--- src/logic/sld_pkg.sv ---
package sld_pkg;
   // ===========================================================
   // Register offsets
   localparam logic [7:0] ADDR_STATE_CTRL = 8'h04;
   localparam logic [7:0] ADDR_DC_CTRL = 8'h09;
   localparam logic [7:0] ADDR_DC_RESULT = 8'h0c;
   localparam logic [7:0] ADDR_STATE_REPORT = 8'h0f;
   localparam logic [7:0] ADDR_AC_CTRL = 8'h15;
   localparam logic [7:0] ADDR_AC_LOOP = 8'h16;
   localparam logic [7:0] ADDR_AC_IMP = 8'h17;
   localparam logic [7:0] ADDR_PHASE_HI = 8'h1b;
   localparam logic [7:0] ADDR_PHASE_LO = 8'h1c;
   localparam logic [7:0] ADDR_STIM_HI = 8'h1d;
   localparam logic [7:0] ADDR_STIM_LO = 8'h1e;
   // ===========================================================
   // Field positions
   localparam int AC_EN_BIT = 3;
   localparam int AC_GAIN_BIT = 2;
   localparam int AC_CUR_BIT = 1;
   localparam int LOOP_BIT = 7;
   localparam int DC_BYPASS_BIT = 0;
   localparam int DC_MANUAL_BIT = 1;
   localparam int LINE_DET_BIT = 2;
   localparam int SL_THR_LSB = 4;
   localparam int SL_THR_W = 4;
   // ===========================================================
   // Reset values
   localparam logic [7:0] DC_CTRL_RST = 8'h00;
   localparam logic [7:0] AC_CTRL_RST = 8'h00;
   localparam logic [7:0] AC_LOOP_RST = 8'h00;
   localparam logic [1:0] CH_CMD_RST = 2'h0;
   // ===========================================================
   // Channel states
   typedef enum logic [2:0] {
      SLD_CH_HIZ = 3'h0,
      SLD_CH_MUTE = 3'h1,
      SLD_CH_PLAY = 3'h2,
      SLD_CH_DCDIAG = 3'h3,
      SLD_CH_ACDIAG = 3'h4,
      SLD_CH_RAMPDN = 3'h5
   } sld_ch_t;
   // ===========================================================
   // Commanded states in the state control register
   localparam logic [1:0] CMD_HIZ = 2'h0;
   localparam logic [1:0] CMD_MUTE = 2'h1;
   localparam logic [1:0] CMD_PLAY = 2'h2;
   // ===========================================================
   // Timing
   localparam int CLK_MHZ = 100;
   localparam int TEST_US = 10;
   localparam int TEST_CYC = TEST_US * CLK_MHZ;
   localparam int RAMP_US = 5;
   localparam int RAMP_CYC = RAMP_US * CLK_MHZ;
   localparam int CNT_W = 16;
   // Number of DC tests, line test index
   localparam int DC_TESTS = 4;
   localparam int LINE_IDX = 4;
endpackage

--- src/logic/sld_ramp.sv ---
`timescale 1ns/10ps
// ===========================================================
// Linear level ramp used for test tones and audio fades
module sld_ramp #(
   parameter int STEPS = 500
) (
   input wire logic core_clk,
   input wire logic rstn,
   input wire logic up,
   output logic [15:0] level,
   output logic at_top,
   output logic at_zero
);
   typedef struct packed {
      logic [15:0] lvl;
   } sld_ramp_st_t;
   sld_ramp_st_t s_r, s_nxt;
   localparam logic [15:0] STEP = 16'(16'hffff / STEPS);
   localparam logic [15:0] TOP = 16'(STEP * STEPS);

   always_comb begin
      s_nxt = s_r;
      if (up && s_r.lvl < TOP) begin
         s_nxt.lvl = s_r.lvl + STEP;
      end else if (!up && s_r.lvl != 16'h0000) begin
         s_nxt.lvl = s_r.lvl - STEP;
      end
   end

   always_ff @(posedge core_clk or negedge rstn) begin
      if (!rstn) begin
         s_r <= '0;
      end else begin
         s_r <= s_nxt;
      end
   end

   assign level = s_r.lvl;
   assign at_top = (s_r.lvl == TOP);
   assign at_zero = (s_r.lvl == 16'h0000);
endmodule

--- src/logic/sld_top.sv ---
`timescale 1ns/10ps
module sld_top #(
   parameter int TEST_CYCLES = sld_pkg::TEST_CYC,
   parameter int RAMP_CYCLES = sld_pkg::RAMP_CYC,
   parameter int SL_W = sld_pkg::SL_THR_W
) (
   input wire logic core_clk,
   input wire logic rstn,
   // Host register port
   input wire logic reg_wr,
   input wire logic reg_rd,
   input wire logic [7:0] reg_addr,
   input wire logic [7:0] reg_wdata,
   output logic [7:0] reg_rdata,
   // Analog sense comparators from the output bridge
   input wire logic sense_supply_short,
   input wire logic sense_ground_short,
   input wire logic sense_open,
   input wire logic [SL_W-1:0] sense_load_level,
   input wire logic sense_line_load,
   // AC measurement front end
   input wire logic [7:0] meas_impedance,
   input wire logic [15:0] meas_phase,
   input wire logic [15:0] meas_stimulus,
   // Bridge controls
   output logic bridge_drive,
   output logic bridge_loopback,
   output logic ac_gain_sel,
   output logic ac_current_sel,
   output logic [15:0] signal_level,
   output logic [4:0] diag_probe
);
   // ===========================================================
   // State
   typedef struct packed {
      sld_pkg::sld_ch_t ch;
      logic [1:0] cmd;
      logic [1:0] cmd_prev;
      logic [7:0] dc_ctrl;
      logic [7:0] ac_ctrl;
      logic [7:0] ac_loop;
      logic [4:0] dc_res;
      logic [2:0] test_idx;
      logic [sld_pkg::CNT_W-1:0] cnt;
      logic manual_pend;
      logic ac_done;
      logic ac_ramp_dn;
      logic [7:0] imp;
      logic [15:0] phase;
      logic [15:0] stim;
      logic [7:0] rdata;
      logic drive;
      logic loopback;
      logic tone_up;
      logic [4:0] probe;
   } sld_st_t;

   sld_st_t s_r, s_nxt;
   logic [15:0] ramp_level;
   logic ramp_top;
   logic ramp_zero;

   // ===========================================================
   // Shared decode
   function automatic logic is_active(input logic [1:0] c);
      is_active = (c == sld_pkg::CMD_MUTE) || (c == sld_pkg::CMD_PLAY);
   endfunction

   function automatic sld_pkg::sld_ch_t cmd_state(input logic [1:0] c);
      case (c)
         sld_pkg::CMD_MUTE: cmd_state = sld_pkg::SLD_CH_MUTE;
         sld_pkg::CMD_PLAY: cmd_state = sld_pkg::SLD_CH_PLAY;
         default: cmd_state = sld_pkg::SLD_CH_HIZ;
      endcase
   endfunction

   // ===========================================================
   // Ramp for tone and audio fades
   sld_ramp #(
      .STEPS(RAMP_CYCLES)
   ) u_ramp (
      .core_clk(core_clk),
      .rstn(rstn),
      .up(s_r.tone_up),
      .level(ramp_level),
      .at_top(ramp_top),
      .at_zero(ramp_zero)
   );

   // ===========================================================
   // Next state
   always_comb begin
      logic test_fail;
      logic [sld_pkg::CNT_W-1:0] tc;
      test_fail = 1'b0;
      tc = sld_pkg::CNT_W'(TEST_CYCLES);
      s_nxt = s_r;
      s_nxt.cmd_prev = s_r.cmd;
      s_nxt.probe = '0;

      // Register writes
      if (reg_wr) begin
         case (reg_addr)
            sld_pkg::ADDR_STATE_CTRL: s_nxt.cmd = reg_wdata[1:0];
            sld_pkg::ADDR_DC_CTRL: begin
               s_nxt.dc_ctrl = reg_wdata;
               if (reg_wdata[sld_pkg::DC_MANUAL_BIT]) begin
                  s_nxt.manual_pend = 1'b1;
               end
            end
            sld_pkg::ADDR_AC_CTRL: s_nxt.ac_ctrl = reg_wdata;
            sld_pkg::ADDR_AC_LOOP: s_nxt.ac_loop = reg_wdata;
            default: ;
         endcase
      end
      s_nxt.dc_ctrl[sld_pkg::DC_MANUAL_BIT] = 1'b0;

      // Register reads
      s_nxt.rdata = 8'h00;
      if (reg_rd) begin
         case (reg_addr)
            sld_pkg::ADDR_STATE_CTRL: s_nxt.rdata = {6'h00, s_r.cmd};
            sld_pkg::ADDR_DC_CTRL: s_nxt.rdata = s_r.dc_ctrl;
            sld_pkg::ADDR_DC_RESULT: s_nxt.rdata = {3'h0, s_r.dc_res};
            sld_pkg::ADDR_STATE_REPORT: s_nxt.rdata = {5'h00, s_r.ch};
            sld_pkg::ADDR_AC_CTRL: s_nxt.rdata = s_r.ac_ctrl;
            sld_pkg::ADDR_AC_LOOP: s_nxt.rdata = s_r.ac_loop;
            sld_pkg::ADDR_AC_IMP: s_nxt.rdata = s_r.imp;
            sld_pkg::ADDR_PHASE_HI: s_nxt.rdata = s_r.phase[15:8];
            sld_pkg::ADDR_PHASE_LO: s_nxt.rdata = s_r.phase[7:0];
            sld_pkg::ADDR_STIM_HI: s_nxt.rdata = s_r.stim[15:8];
            sld_pkg::ADDR_STIM_LO: s_nxt.rdata = s_r.stim[7:0];
            default: s_nxt.rdata = 8'h00;
         endcase
      end

      // Clearing the enable re-arms the AC diagnostic
      if (!s_r.ac_ctrl[sld_pkg::AC_EN_BIT]) begin
         s_nxt.ac_done = 1'b0;
      end

      if (s_r.cnt != '0) begin
         s_nxt.cnt = s_r.cnt - 1'b1;
      end

      // Channel sequencer
      case (s_r.ch)
         sld_pkg::SLD_CH_HIZ: begin
            s_nxt.drive = 1'b0;
            s_nxt.tone_up = 1'b0;
            if (s_nxt.manual_pend ||
                (is_active(s_r.cmd) && !s_r.dc_ctrl[sld_pkg::DC_BYPASS_BIT] &&
                 !is_active(s_r.cmd_prev))) begin
               s_nxt.ch = sld_pkg::SLD_CH_DCDIAG;
               s_nxt.manual_pend = 1'b0;
               s_nxt.test_idx = '0;
               s_nxt.dc_res = '0;
               s_nxt.cnt = tc;
            end else if (is_active(s_r.cmd) && !is_active(s_r.cmd_prev)) begin
               s_nxt.ch = cmd_state(s_r.cmd);
               s_nxt.drive = 1'b1;
            end else if (!is_active(s_r.cmd) && s_r.ac_ctrl[sld_pkg::AC_EN_BIT] &&
                         !s_r.ac_done) begin
               s_nxt.ch = sld_pkg::SLD_CH_ACDIAG;
               s_nxt.loopback = s_r.ac_loop[sld_pkg::LOOP_BIT];
               s_nxt.drive = 1'b1;
               s_nxt.tone_up = 1'b1;
               s_nxt.ac_ramp_dn = 1'b0;
               s_nxt.cnt = tc;
            end
         end
         sld_pkg::SLD_CH_MUTE, sld_pkg::SLD_CH_PLAY: begin
            s_nxt.tone_up = (s_r.ch == sld_pkg::SLD_CH_PLAY);
            if (s_nxt.manual_pend) begin
               s_nxt.ch = sld_pkg::SLD_CH_RAMPDN;
               s_nxt.tone_up = 1'b0;
            end else if (!is_active(s_r.cmd)) begin
               s_nxt.ch = sld_pkg::SLD_CH_RAMPDN;
               s_nxt.tone_up = 1'b0;
            end else begin
               s_nxt.ch = cmd_state(s_r.cmd);
               s_nxt.drive = 1'b1;
            end
         end
         sld_pkg::SLD_CH_RAMPDN: begin
            s_nxt.tone_up = 1'b0;
            if (ramp_zero) begin
               s_nxt.ch = sld_pkg::SLD_CH_HIZ;
               s_nxt.drive = 1'b0;
            end
         end
         sld_pkg::SLD_CH_DCDIAG: begin
            // Runs on core clock only, independent of audio clocks
            s_nxt.drive = 1'b0;
            s_nxt.probe = 5'(1) << s_r.test_idx;
            case (s_r.test_idx)
               3'h0: test_fail = sense_supply_short;
               3'h1: test_fail = sense_ground_short;
               3'h2: test_fail = sense_open;
               3'h3: test_fail = (sense_load_level <
                  s_r.dc_ctrl[sld_pkg::SL_THR_LSB +: SL_W]);
               3'h4: test_fail = sense_line_load;
               default: test_fail = 1'b0;
            endcase
            if (s_r.cnt == '0) begin
               s_nxt.dc_res[s_r.test_idx] = test_fail;
               s_nxt.cnt = tc;
               if (s_r.test_idx == 3'(sld_pkg::DC_TESTS - 1) &&
                   s_r.dc_res[2] && s_r.dc_ctrl[sld_pkg::LINE_DET_BIT]) begin
                  s_nxt.test_idx = 3'(sld_pkg::LINE_IDX);
               end else if (s_r.test_idx >= 3'(sld_pkg::DC_TESTS - 1)) begin
                  s_nxt.ch = sld_pkg::SLD_CH_HIZ;
                  s_nxt.cmd_prev = s_r.cmd;
                  s_nxt.test_idx = '0;
                  if (is_active(s_r.cmd) && !(s_nxt.dc_res[3:0] != '0)) begin
                     // Drive starts one cycle later, once the probe is idle
                     s_nxt.ch = cmd_state(s_r.cmd);
                  end
               end else begin
                  s_nxt.test_idx = s_r.test_idx + 1'b1;
               end
            end
         end
         sld_pkg::SLD_CH_ACDIAG: begin
            if (!s_r.ac_ramp_dn && ramp_top && s_r.cnt == '0) begin
               s_nxt.ac_ramp_dn = 1'b1;
               s_nxt.tone_up = 1'b0;
               s_nxt.imp = meas_impedance;
               s_nxt.phase = meas_phase;
               if (!s_r.loopback) begin
                  s_nxt.stim = meas_stimulus;
               end
            end else if (!s_r.ac_ctrl[sld_pkg::AC_EN_BIT] && !s_r.ac_ramp_dn) begin
               s_nxt.ac_ramp_dn = 1'b1;
               s_nxt.tone_up = 1'b0;
            end else if (s_r.ac_ramp_dn && ramp_zero) begin
               s_nxt.ch = sld_pkg::SLD_CH_HIZ;
               s_nxt.drive = 1'b0;
               s_nxt.loopback = 1'b0;
               s_nxt.ac_done = 1'b1;
            end
         end
         default: s_nxt.ch = sld_pkg::SLD_CH_HIZ;
      endcase
   end

   // ===========================================================
   // Registers
   always_ff @(posedge core_clk or negedge rstn) begin
      if (!rstn) begin
         s_r <= '0;
         s_r.ch <= sld_pkg::SLD_CH_HIZ;
         s_r.cmd <= sld_pkg::CH_CMD_RST;
         s_r.cmd_prev <= sld_pkg::CH_CMD_RST;
         s_r.dc_ctrl <= sld_pkg::DC_CTRL_RST;
         s_r.ac_ctrl <= sld_pkg::AC_CTRL_RST;
         s_r.ac_loop <= sld_pkg::AC_LOOP_RST;
      end else begin
         s_r <= s_nxt;
      end
   end

   // ===========================================================
   // Outputs
   logic [15:0] level_r;
   always_ff @(posedge core_clk or negedge rstn) begin
      if (!rstn) begin
         level_r <= 16'h0000;
      end else begin
         level_r <= ramp_level;
      end
   end

   assign reg_rdata = s_r.rdata;
   assign bridge_drive = s_r.drive;
   assign bridge_loopback = s_r.loopback;
   assign ac_gain_sel = s_r.ac_ctrl[sld_pkg::AC_GAIN_BIT];
   assign ac_current_sel = s_r.ac_ctrl[sld_pkg::AC_CUR_BIT];
   assign signal_level = level_r;
   assign diag_probe = s_r.probe;
endmodule

--- config.mk ---
export PLATFORM = sky130hd
export DESIGN_NAME = sld_top
export DESIGN_NICKNAME = d
export VERILOG_FILES = /design/src/logic/sld_pkg.sv /design/src/logic/sld_ramp.sv /design/src/logic/sld_top.sv
export SDC_FILE = /design/constraint.sdc
export NUM_CORES = 1
export LEC_CHECK = 0
export ABC_AREA = 1
export BUFFER_PORTS_ARGS = -buffer_cell sky130_fd_sc_hd__buf_2
export CAP_MARGIN = 20
export CORE_MARGIN = 2
export CORE_UTILIZATION = 55
export CTS_CLUSTER_DIAMETER = 200
export DETAILED_ROUTE_END_ITERATION = 8
export PLACE_DENSITY = 0.78
export SLEW_MARGIN = 20
export SYNTH_ARGS = -nofsm -noshare
export SYNTH_HDL_FRONTEND = slang
export SYNTH_SLANG_ARGS = --single-unit
--- constraint.sdc ---
create_clock -name core_clk -period 6.9 [get_ports core_clk]
set_input_delay 0.345 -clock core_clk [delete_from_list [all_inputs] [get_ports core_clk]]
set_output_delay 0.345 -clock core_clk [all_outputs]
set_load 0.01 [all_outputs]
Word-level counts from Yosys, hierarchy flattened
Index checks and enable logic that the tools add are counted.
{"block": "totals", "input_bits": 68, "reg_bits": 145}
{"block": "classes", "n_addsub": 4, "eq_ne": 40, "n_lt_le_gt_ge": 5, "n_bitwise": 1, "n_reduce_logical": 51, "n_shift": 1, "mux": 67}
{"op": "16-bit two-way mux", "count": 6}
{"op": "8-bit one-hot mux with 11 select lines", "count": 1}
{"op": "8-bit by 5-bit == test with 1-bit output (second input constant)", "count": 7}
{"op": "3-bit two-way mux", "count": 16}
{"op": "24-bit one-hot mux with 2 select lines", "count": 1}
{"op": "16-bit zero test", "count": 2}
{"op": "16-bit nonzero test", "count": 2}
{"op": "2-bit inequality test (second input constant)", "count": 13}
{"op": "1-bit two-way mux", "count": 25}
{"op": "8-bit by 4-bit == test with 1-bit output (second input constant)", "count": 3}
{"op": "24-bit two-way mux", "count": 1}
{"op": "16-bit by 8-bit adder with 16-bit output (second input constant)", "count": 1}
{"op": "16-bit == test (second input constant)", "count": 1}
{"op": "16-bit less-than comparator (second input constant)", "count": 1}
{"op": "8-bit two-way mux", "count": 2}
{"op": "16-bit by 1-bit subtractor with 16-bit output (second input constant)", "count": 1}
{"op": "16-bit by 8-bit subtractor with 16-bit output (second input constant)", "count": 1}
{"op": "1-bit logical AND", "count": 15}
{"op": "3-bit one-hot mux with 5 select lines", "count": 1}
{"op": "7-bit AND reduction", "count": 2}
{"op": "3-bit by 2-bit == test with 1-bit output (second input constant)", "count": 4}
{"op": "2-bit AND reduction", "count": 6}
{"op": "2-bit two-way mux", "count": 5}
{"op": "1-bit one-hot mux with 5 select lines", "count": 2}
{"op": "other kinds (30)", "count": 50}

Depth between registers and ports, before layout
Gate-level depths: netlist of the first run.
{"block": "logic_depth", "depth_word": 13, "depth_mapped": 18, "ltp_nobuf": 18}

Hierarchy
A second synthesis of the first run with hierarchy kept.
{"block": "unflattened", "hier_cells": 974, "area_unflattened_um2": 8141.6}
{"mod": "sld_top", "instances": 1, "area_each_um2": 6543.8, "cells_each": 722, "seq_area_each_um2": 3228.1}
{"mod": "sld_ramp", "instances": 1, "area_each_um2": 1597.8, "cells_each": 252, "seq_area_each_um2": 400.4}

Least setup slack after synthesis of the first run
No wires, ideal clock.
{"block": "synth_path", "path_type": "flip-flop to flip-flop", "start": "register u_ramp.s_r, in the netlist u_ramp.level[5]", "end": "register u_ramp.s_r, in the netlist u_ramp.level[15]", "setup_ns": 0.117, "path_stages_with_launch": 17, "arrival_time_ns": 2.450, "period_less_slack_ns": 2.567, "setup_slack_ns": 4.333, "path_buffers": 0, "t_required_ns": 6.783, "path_cell_list": "dfrtp_1 > nor3_2 > nand3_1 > o21ai_0 > nand2_1 > nand2_1 > inv_1 > ha_1 > nand3_1 > nand2_1 > a21boi_2 > o21ai_0 > nand3_1 > nand2_1 > nand2_1 > nand3_1 > nand2_1"}
{"block": "synth_between", "elab_chain_cells": 3, "word_cells_on_any_way": 9, "cone_classes": "add/sub: 2; order compare: 1; mux: 2; reduce/logical: 4"}
{"item": "from (decl)", "line_no": "sld_ramp.sv:17", "text": "sld_ramp_st_t s_r, s_nxt;"}
{"item": "from (signal assigned)", "line_no": "sld_ramp.sv:34", "text": "s_r <= s_nxt;"}
{"item": "16-bit by 8-bit subtractor with 16-bit output, or another cell as far along", "line_no": "sld_ramp.sv:26", "text": "s_nxt.lvl = s_r.lvl - STEP;"}
{"item": "16-bit two-way mux, or another cell as far along", "line_no": "sld_ramp.sv:25", "text": "end else if (!up && s_r.lvl != 16'h0000) begin"}
{"item": "16-bit two-way mux / 2-bit nonzero test (equally long branches)"}
Parallel ways exist; a longest one is shown, timed or not. The select of a mux whose other input is x is not followed.
A chain may end at the register's enable or synchronous reset.

Worst setup path after layout of the first run
{"block": "layout_path", "start": "register u_ramp.s_r, in the netlist u_ramp.level[4]", "end": "register u_ramp.s_r, in the netlist u_ramp.level[15]"}
Same word-level chain as after synthesis.

==> qor.txt, run 1 <==
DR WL/cell -> 14.5 um
CTS Root Buffer Type -> clkbuf_16
Area leader, netlist -> dfrtp_1
Min-Delay Path Class -> input pin to flop
Area delta synth->final -> 15.4%
Mapped Area -> 7980 sq um
Die W -> 124 um
Largest net degree at the start of global routing -> 75
Final TNS setup -> 0 ns
Final hold viol count -> 0
Synth Instances -> 1007
Max-slew violations -> 0
Via density -> 5.28
Row count -> 44
Clock transition at path regs -> 0.06 ns
Synth Net Count -> 1103
Vias -> 6837
Dpl hpwl -> 13500 um
Fmax -> 0.313 GHz
Gr usage total -> 25.7%
Min Tclk post-route -> 3.19 ns
Crit share post-route -> 46.3%
First drt pass iteration count -> 5
Worst-skew pair later-pin latency -> 0.43 ns
Synthesized flop and latch total -> 145
Worst vdd ir -> 162 uV
Commonest non-fill, non-tap cell in the layout -> nand2_1
Outcome -> finished clean
Syn Area/Cell -> 7.92 sq um
CTS H-tree depth -> 4
Top cells by area, synth -> dfrtp_1 (45%), nand2_1 (13%), inv_1 (6.4%)
Final nets -> 1194
Overflow after GRT -> 0
IO Count -> 101
CP Class -> flop to flop
Core ar. -> 14400 sq um
Most frequent cells in the layout -> nand2_1 (275), dfrtp_1 (145), inv_1 (136)
Antenna Nets Post-Route -> 0
Number of global-route vias before repair -> 6566
Die area -> 15500 sq um
Sequential element share of the synthesized area -> 45.5%
CTS Buffer Depth -> 2
Worst slew pin tran -> 0.929 ns
CTS tree -> yes
Antenna violations before repair -> 0
Rel. slew slack -> 38.0%
Final worst slack -> 3.71 ns
Synth Warn # -> 0
Final Setup Violations -> 0
Yosys top cell area share -> 45.5%
Starting Density -> 55.5%
Critical Path RT -> 7.26 ns
Startpoint type of the worst setup path -> flop
RSZ-0062 raised after global routing -> no
Critical Path Sink Type -> flop
Library cells used by synthesis -> 44
Clock sinks -> 145
IO Port Bufs -> 100
Num CTS Buffers -> 17
Die Ht -> 124 um
CP arrival -> 3.56 ns
DRT iter0 DRCs -> 593
Gp weighted congestion -> 0.920
Share of layout cells above drive strength 1 -> 18.2%
Clock skew -> 0.0127 ns
Antenna diode count -> 0
First-pass GRT wire length -> 32100 um
CTS-repair resized insts -> 0
CP max FO -> 16
Max-Cap Viols -> 0
Pleak -> 4.93 nW
Placement Setup Slack -> 3.86 ns
Total Routed Length -> 18800 um
PD cells -> 215 nW/um^2
# DRC -> 0
==> critical path: stages, from the launching register on <==
cell and delay [ns]:
dfrtp_1 0.44, inv_2 0.07, nor3_2 0.20, nand3_1 0.08
o21ai_0 0.10, nand2_1 0.07, nand2_1 0.47, inv_1 0.16
ha_1 0.31, nand3_1 0.07, nand2_1 0.14, a21boi_2 0.09
o21ai_0 0.39, nand3_1 0.18, nand2_1 0.10, nand2_1 0.07
nand2_1 0.09, nand2_1 0.05, nand2_1 0.05
==> state kept, by name, indices dropped and copies added, names as in the netlist <==
signal and flops:
reg_rdata 8, ac_gain_sel 1, ac_current_sel 1, bridge_drive 1, bridge_loopback 1, u_ramp.level 16, s_r 96, diag_probe 5
signal_level 16
==> power breakdown <==
part           switching (W)   total, W  internal [W]
sequential        0.00000606   0.000865      0.000859
combinational      0.0000568  0.0000856     0.0000288
clock               0.000358    0.00103      0.000673
total               0.000420    0.00198       0.00156
==> stage by stage <==
stage | cells | util, % | hold slack (ns) | total power (W) | cell area (sq um)
6_report | 1295 | 64.1 | 0.142 | 0.00198 | 9210
5_1_grt | 1295 | 64.1 | 0.145 | 0.00205 | 9210
3_5_place_dp | 1262 | 59.3 | 0.406 | 0.000965 | 8530
2_1_floorplan | 1007 | - | 0.0494 | 0.000915 | 7980
4_1_cts | 1295 | 64.1 | 0.132 | 0.00199 | 9210
3_3_place_gp | 1262 | 59.3 | 0.395 | 0.000962 | 8530
==> repair_timing <==
| item | CTS | global route |
|---|---|---|
| setup buffers | 0 | 0 |
| endpoints found under the hold margin | 71 | 0 |
| setup endpoints to repair | 0 | 0 |
| hold buffers | 1 | 0 |
==> synthesized netlist by cell type, drive strengths merged <==
cell type	n
o2bb2ai	1
a21boi	2
nand3	68
clkinv	1
o2111ai	2
a21oi	24
a22o	2
fa	1
nor4	1
o21a	3
or2	4
nor3	25
nand3b	5
ha	27
xnor2	9
o21ai	108
o211ai	4
xor2	9
o31ai	4
inv	150
buf	29
nand4	17
a31oi	2
dfrtp	145
nand2	283
clkbuf	1
nor2	80
==> cell type report <==
type	count	area, sq um
inverter	151	568
sequential	145	3630
multi-input combinational	681	3580
clock buffer	21	470
timing repair buffer	102	524
clock inverter	11	200
tap	184	230
fill	1208	5160
==> worst paths after layout <==
kind / slack [ns] / start / to / cells past startpoint
max reg2reg: 3.71 / u_ramp.level[4] / u_ramp.level[15] / 18
min: 0.14 / meas_impedance[4] / s_r[52] / 3
min in group asynchronous: 0.51 / rstn / s_r[111] / 2
max in group asynchronous: 5.02 / rstn / s_r[81] / 3
min reg2reg: 0.43 / u_ramp.level[11] / signal_level[11] / 0
max: 3.71 / u_ramp.level[4] / u_ramp.level[15] / 18
==> cell families (layout without fill, tap and decap cells) <==
family	after synthesis	in the layout	synth area share (%)
flops	145	145	45.5
fa+ha+maj	28	28	4.48
simple gates	483	483	27.5
xor+xnor	18	18	1.98
buf+inv	181	285	9.61
compound gates	152	152	10.9
==> metal layers <==
layer	share of wire (%)	track usage, %
met4	1.5	7.73
met3	6.4	6.36
met1	46	36.0
met2	46	40.0
met5	0	0
Power figures use the tool's default switching activity.
==> run 2, diff against run 1 <==
--- a/config.mk
+++ b/config.mk
@@ -9,10 +9,10 @@
 export BUFFER_PORTS_ARGS = -buffer_cell sky130_fd_sc_hd__buf_2
 export CAP_MARGIN = 20
 export CORE_MARGIN = 2
-export CORE_UTILIZATION = 55
+export CORE_UTILIZATION = 53
 export CTS_CLUSTER_DIAMETER = 200
 export DETAILED_ROUTE_END_ITERATION = 8
-export PLACE_DENSITY = 0.78
+export PLACE_DENSITY = 0.79
 export SLEW_MARGIN = 20
 export SYNTH_ARGS = -nofsm -noshare
 export SYNTH_HDL_FRONTEND = slang
==> constraint.sdc (replaced) <==
create_clock -name core_clk -period 2.9 [get_ports core_clk]
set_input_delay 0.145 -clock core_clk [delete_from_list [all_inputs] [get_ports core_clk]]
set_output_delay 0.145 -clock core_clk [all_outputs]
set_load 0.01 [all_outputs]
==> run 2 against run 1 <==
  * Cell count grew 3.5%
  * Register-to-register slack lost 3.4 ns
  * Utilization grew 0.99 points
  * Non-clock buffer count grew 44
  * Sequential share of layout area shrank 1.3 points
  * Highest routed layer unchanged
==> qor.txt, run 2 (synthesis results as in run 1) <==
Cell family with most CP delay -> simple AND/OR/NAND/NOR gates
Critical register-to-register path endpoint -> u_ramp.level[14]
P_int -> 0.00328 W (+110%)
CP max FO -> 10 (-6)
CTS Root Buffer Type -> clkbuf_16
Num CTS Buffers -> 17 (unchanged)
Share of layout cells above drive strength 1 -> 17.9% (-0.26 points)
Critical Path Source -> u_ramp.level[7]
Critical Path Max Stage Delay -> 0.41 ns (-0.06 ns)
Clock sinks -> 145 (unchanged)
Placement Setup Slack -> 0.275 ns (-3.59 ns)
CP arrival -> 2.86 ns (-0.70 ns)
Dpl hpwl -> 13500 um (about the same)
Overflow after GRT -> 0 (unchanged)
Number of global-route vias before repair -> 6723 (+2.4%)
Gp weighted congestion -> 0.966 (+5.1%)
Crit path depth -> 14 (-4)
Die Ht -> 127 um (+1.8%)
CTS H-tree depth -> 4 (unchanged)
Flop-to-flop setup slack -> 0.35 ns (-3.35 ns)
Min-Delay Path Class -> input pin to flop
Antenna violations before repair -> 1 (+1)
Total Routed Length -> 18900 um (+0.61%)
Gr usage total -> 25.0% (-0.71 points)
Dpl cells -> 1266 (+0.32%)
Critical Path RT -> 3.21 ns (-4.05 ns)
First drt pass iteration count -> 5 (unchanged)
Crit path capture -> u_ramp.level[14]
Core ar. -> 14600 sq um (+1.9%)
Buf/Inv on CP -> 1 (-1)
Reg2reg start -> u_ramp.level[7]
Critical Path Sink Type -> flop
Most flops, register -> s_r
IO Count -> 101 (unchanged)
Clock skew -> 0.0101 ns (-0.00254 ns)
Vias -> 7018 (+2.6%)
CP Class -> flop to flop
Clock power share -> 46.8% (-5.2 points)
Min Tclk post-route -> 2.55 ns (-0.646 ns)
Reg power frac -> 47.5% (+3.8 points)
DR WL/cell -> 14.1 um (-2.8%)
Commonest non-fill, non-tap cell in the layout -> nand2_1
Fmax -> 0.393 GHz (+25%)
Switching share of total power -> 24.3% (+3.1 points)
Final std cells w/o fill -> 1340 (+3.5%)
Layout Utilization -> 65.1% (+0.99 points)
# fillers -> 1169 (-3.2%)
Number of flip-flops under the largest register name -> 96 (unchanged)
Max-slew violations -> 0 (unchanged)
IO Port Bufs -> 100 (unchanged)
CTS Buffer Depth -> 2 (unchanged)
Via density -> 5.24 (-0.80%)
Row count -> 44 (unchanged)
First-pass GRT wire length -> 32100 um (about the same)
Crit share post-route -> 87.8% (+42 points)
CTS tree -> yes
Startpoint type of the worst setup path -> flop
Die W -> 127 um (+1.8%)
Final nets -> 1238 (+3.7%)
Crit-path cells -> nand2_1 > nor3_2 > nand3_1 > o21ai_0 > nand2_1 > nand2_2 > buf_4 > ha_1 > a21oi_1 > o21ai_0 > a21oi_1 > nand3b_1 > nand3_1 > o21ai_1
Outcome -> finished clean
Max-Cap Viols -> 0 (unchanged)
Most frequent cells in the layout -> nand2_1 (274), dfrtp_1 (145), inv_1 (136)
Final worst slack -> 0.354 ns (-3.35 ns)
Worst-skew pair later-pin latency -> 0.43 ns (about the same)
PD cells -> 454 nW/um^2 (+110%)
Worst vdd ir -> 416 uV (+160%)
Starting Density -> 54.5% (-1.0 points)
Final Setup Violations -> 0 (unchanged)
Clock transition at path regs -> 0.06 ns (about the same)
RSZ-0062 raised after global routing -> no
Comb pwr share -> 5.7% (+1.4 points)
Antenna Nets Post-Route -> 0 (unchanged)
Final hold viol count -> 0 (unchanged)
Largest net degree at the start of global routing -> 82 (+9.3%)
Slowest cell on crit path -> dfrtp_1
Area delta synth->final -> 19.4%
NetSw -> 0.00105 W (+150%)
# DRC -> 0 (unchanged)
Final TNS setup -> 0 ns (unchanged)
DRT iter0 DRCs -> 647 (+9.1%)
Worst slew pin tran -> 0.729 ns (-0.201 ns)
Pleak -> 5.06 nW (+2.7%)
Rel. slew slack -> 51.4% (+13 points)
Die area -> 16100 sq um (+3.6%)
R2R depth -> 14 (-4)
==> run 2: cell type report <==
class	count	area, sq um	area share [%]
Sequential cell	145	3630	38.1
Multi-Input combinational cell	681	3590	37.6
Timing Repair Buffer	146	967	10.2
Inverter	151	568	5.96
Clock buffer	19	443	4.65
Tap cell	184	230	2.42
Clock inverter	13	101	1.06
Antenna cell	1	2.50	0.0263
==> run 2: power by group through the flow <==
| stage | sequential (W) | clock (W) | combinational (W) |
|---|---|---|---|
| 2_1_floorplan | 0.00209 | 0 | 0.0000859 |
| 3_3_place_gp | 0.00209 | 0 | 0.000200 |
| 3_5_place_dp | 0.00209 | 0 | 0.000203 |
| 4_1_cts | 0.00206 | 0.00205 | 0.000245 |
| 5_1_grt | 0.00206 | 0.00214 | 0.000282 |
| 6_report | 0.00206 | 0.00202 | 0.000247 |
==> run 2: worst min-delay path by stage <==
stage	from	to	slack [ns]	cells past startpoint
after floorplan	rstn	ac_current_sel	-0.15	0
after global placement	rstn	s_r[45]	0.23	1
after detailed placement	rstn	s_r[45]	0.24	1
after CTS	reg_rd	reg_rdata[6]	0.002	3
after global routing	reg_rd	reg_rdata[6]	0.004	3
final	reg_rd	reg_rdata[6]	0.01	3
==> run 2: stage by stage <==
stage	hold slack [ns]	cell area (sq um)	total power (W)
6_report	0.0130	9530	0.00433
5_1_grt	0.00394	9530	0.00448
4_1_cts	0.00239	9520	0.00435
3_5_place_dp	0.236	8570	0.00230
3_3_place_gp	0.231	8570	0.00229
2_1_floorplan	-0.151	7980	0.00218
==> run 2: routing by layer <==
metal  GRT usage, %  share of wire [%]  vias to the layer above
li1               -                  -                     3484
met1           35.8                 46                     3244
met2           37.8                 45                      262
met3           5.99                6.5                       28
met4           8.34                1.9                        0
met5              0                  0                        -
==> run 2: repair_timing <==
| action | CTS | global route |
|---|---|---|
| setup endpoints to repair | 0 | 2 |
| hold buffers | 41 | 0 |
| setup buffers | 0 | 0 |
| resized for setup | 0 | 2 |
| endpoints found under the hold margin | 120 | 0 |
==> run 2: worst min-delay path: stages <==
cell and delay, ns:
buf_2 0.15, inv_1 0.07, a31oi_1 0.04
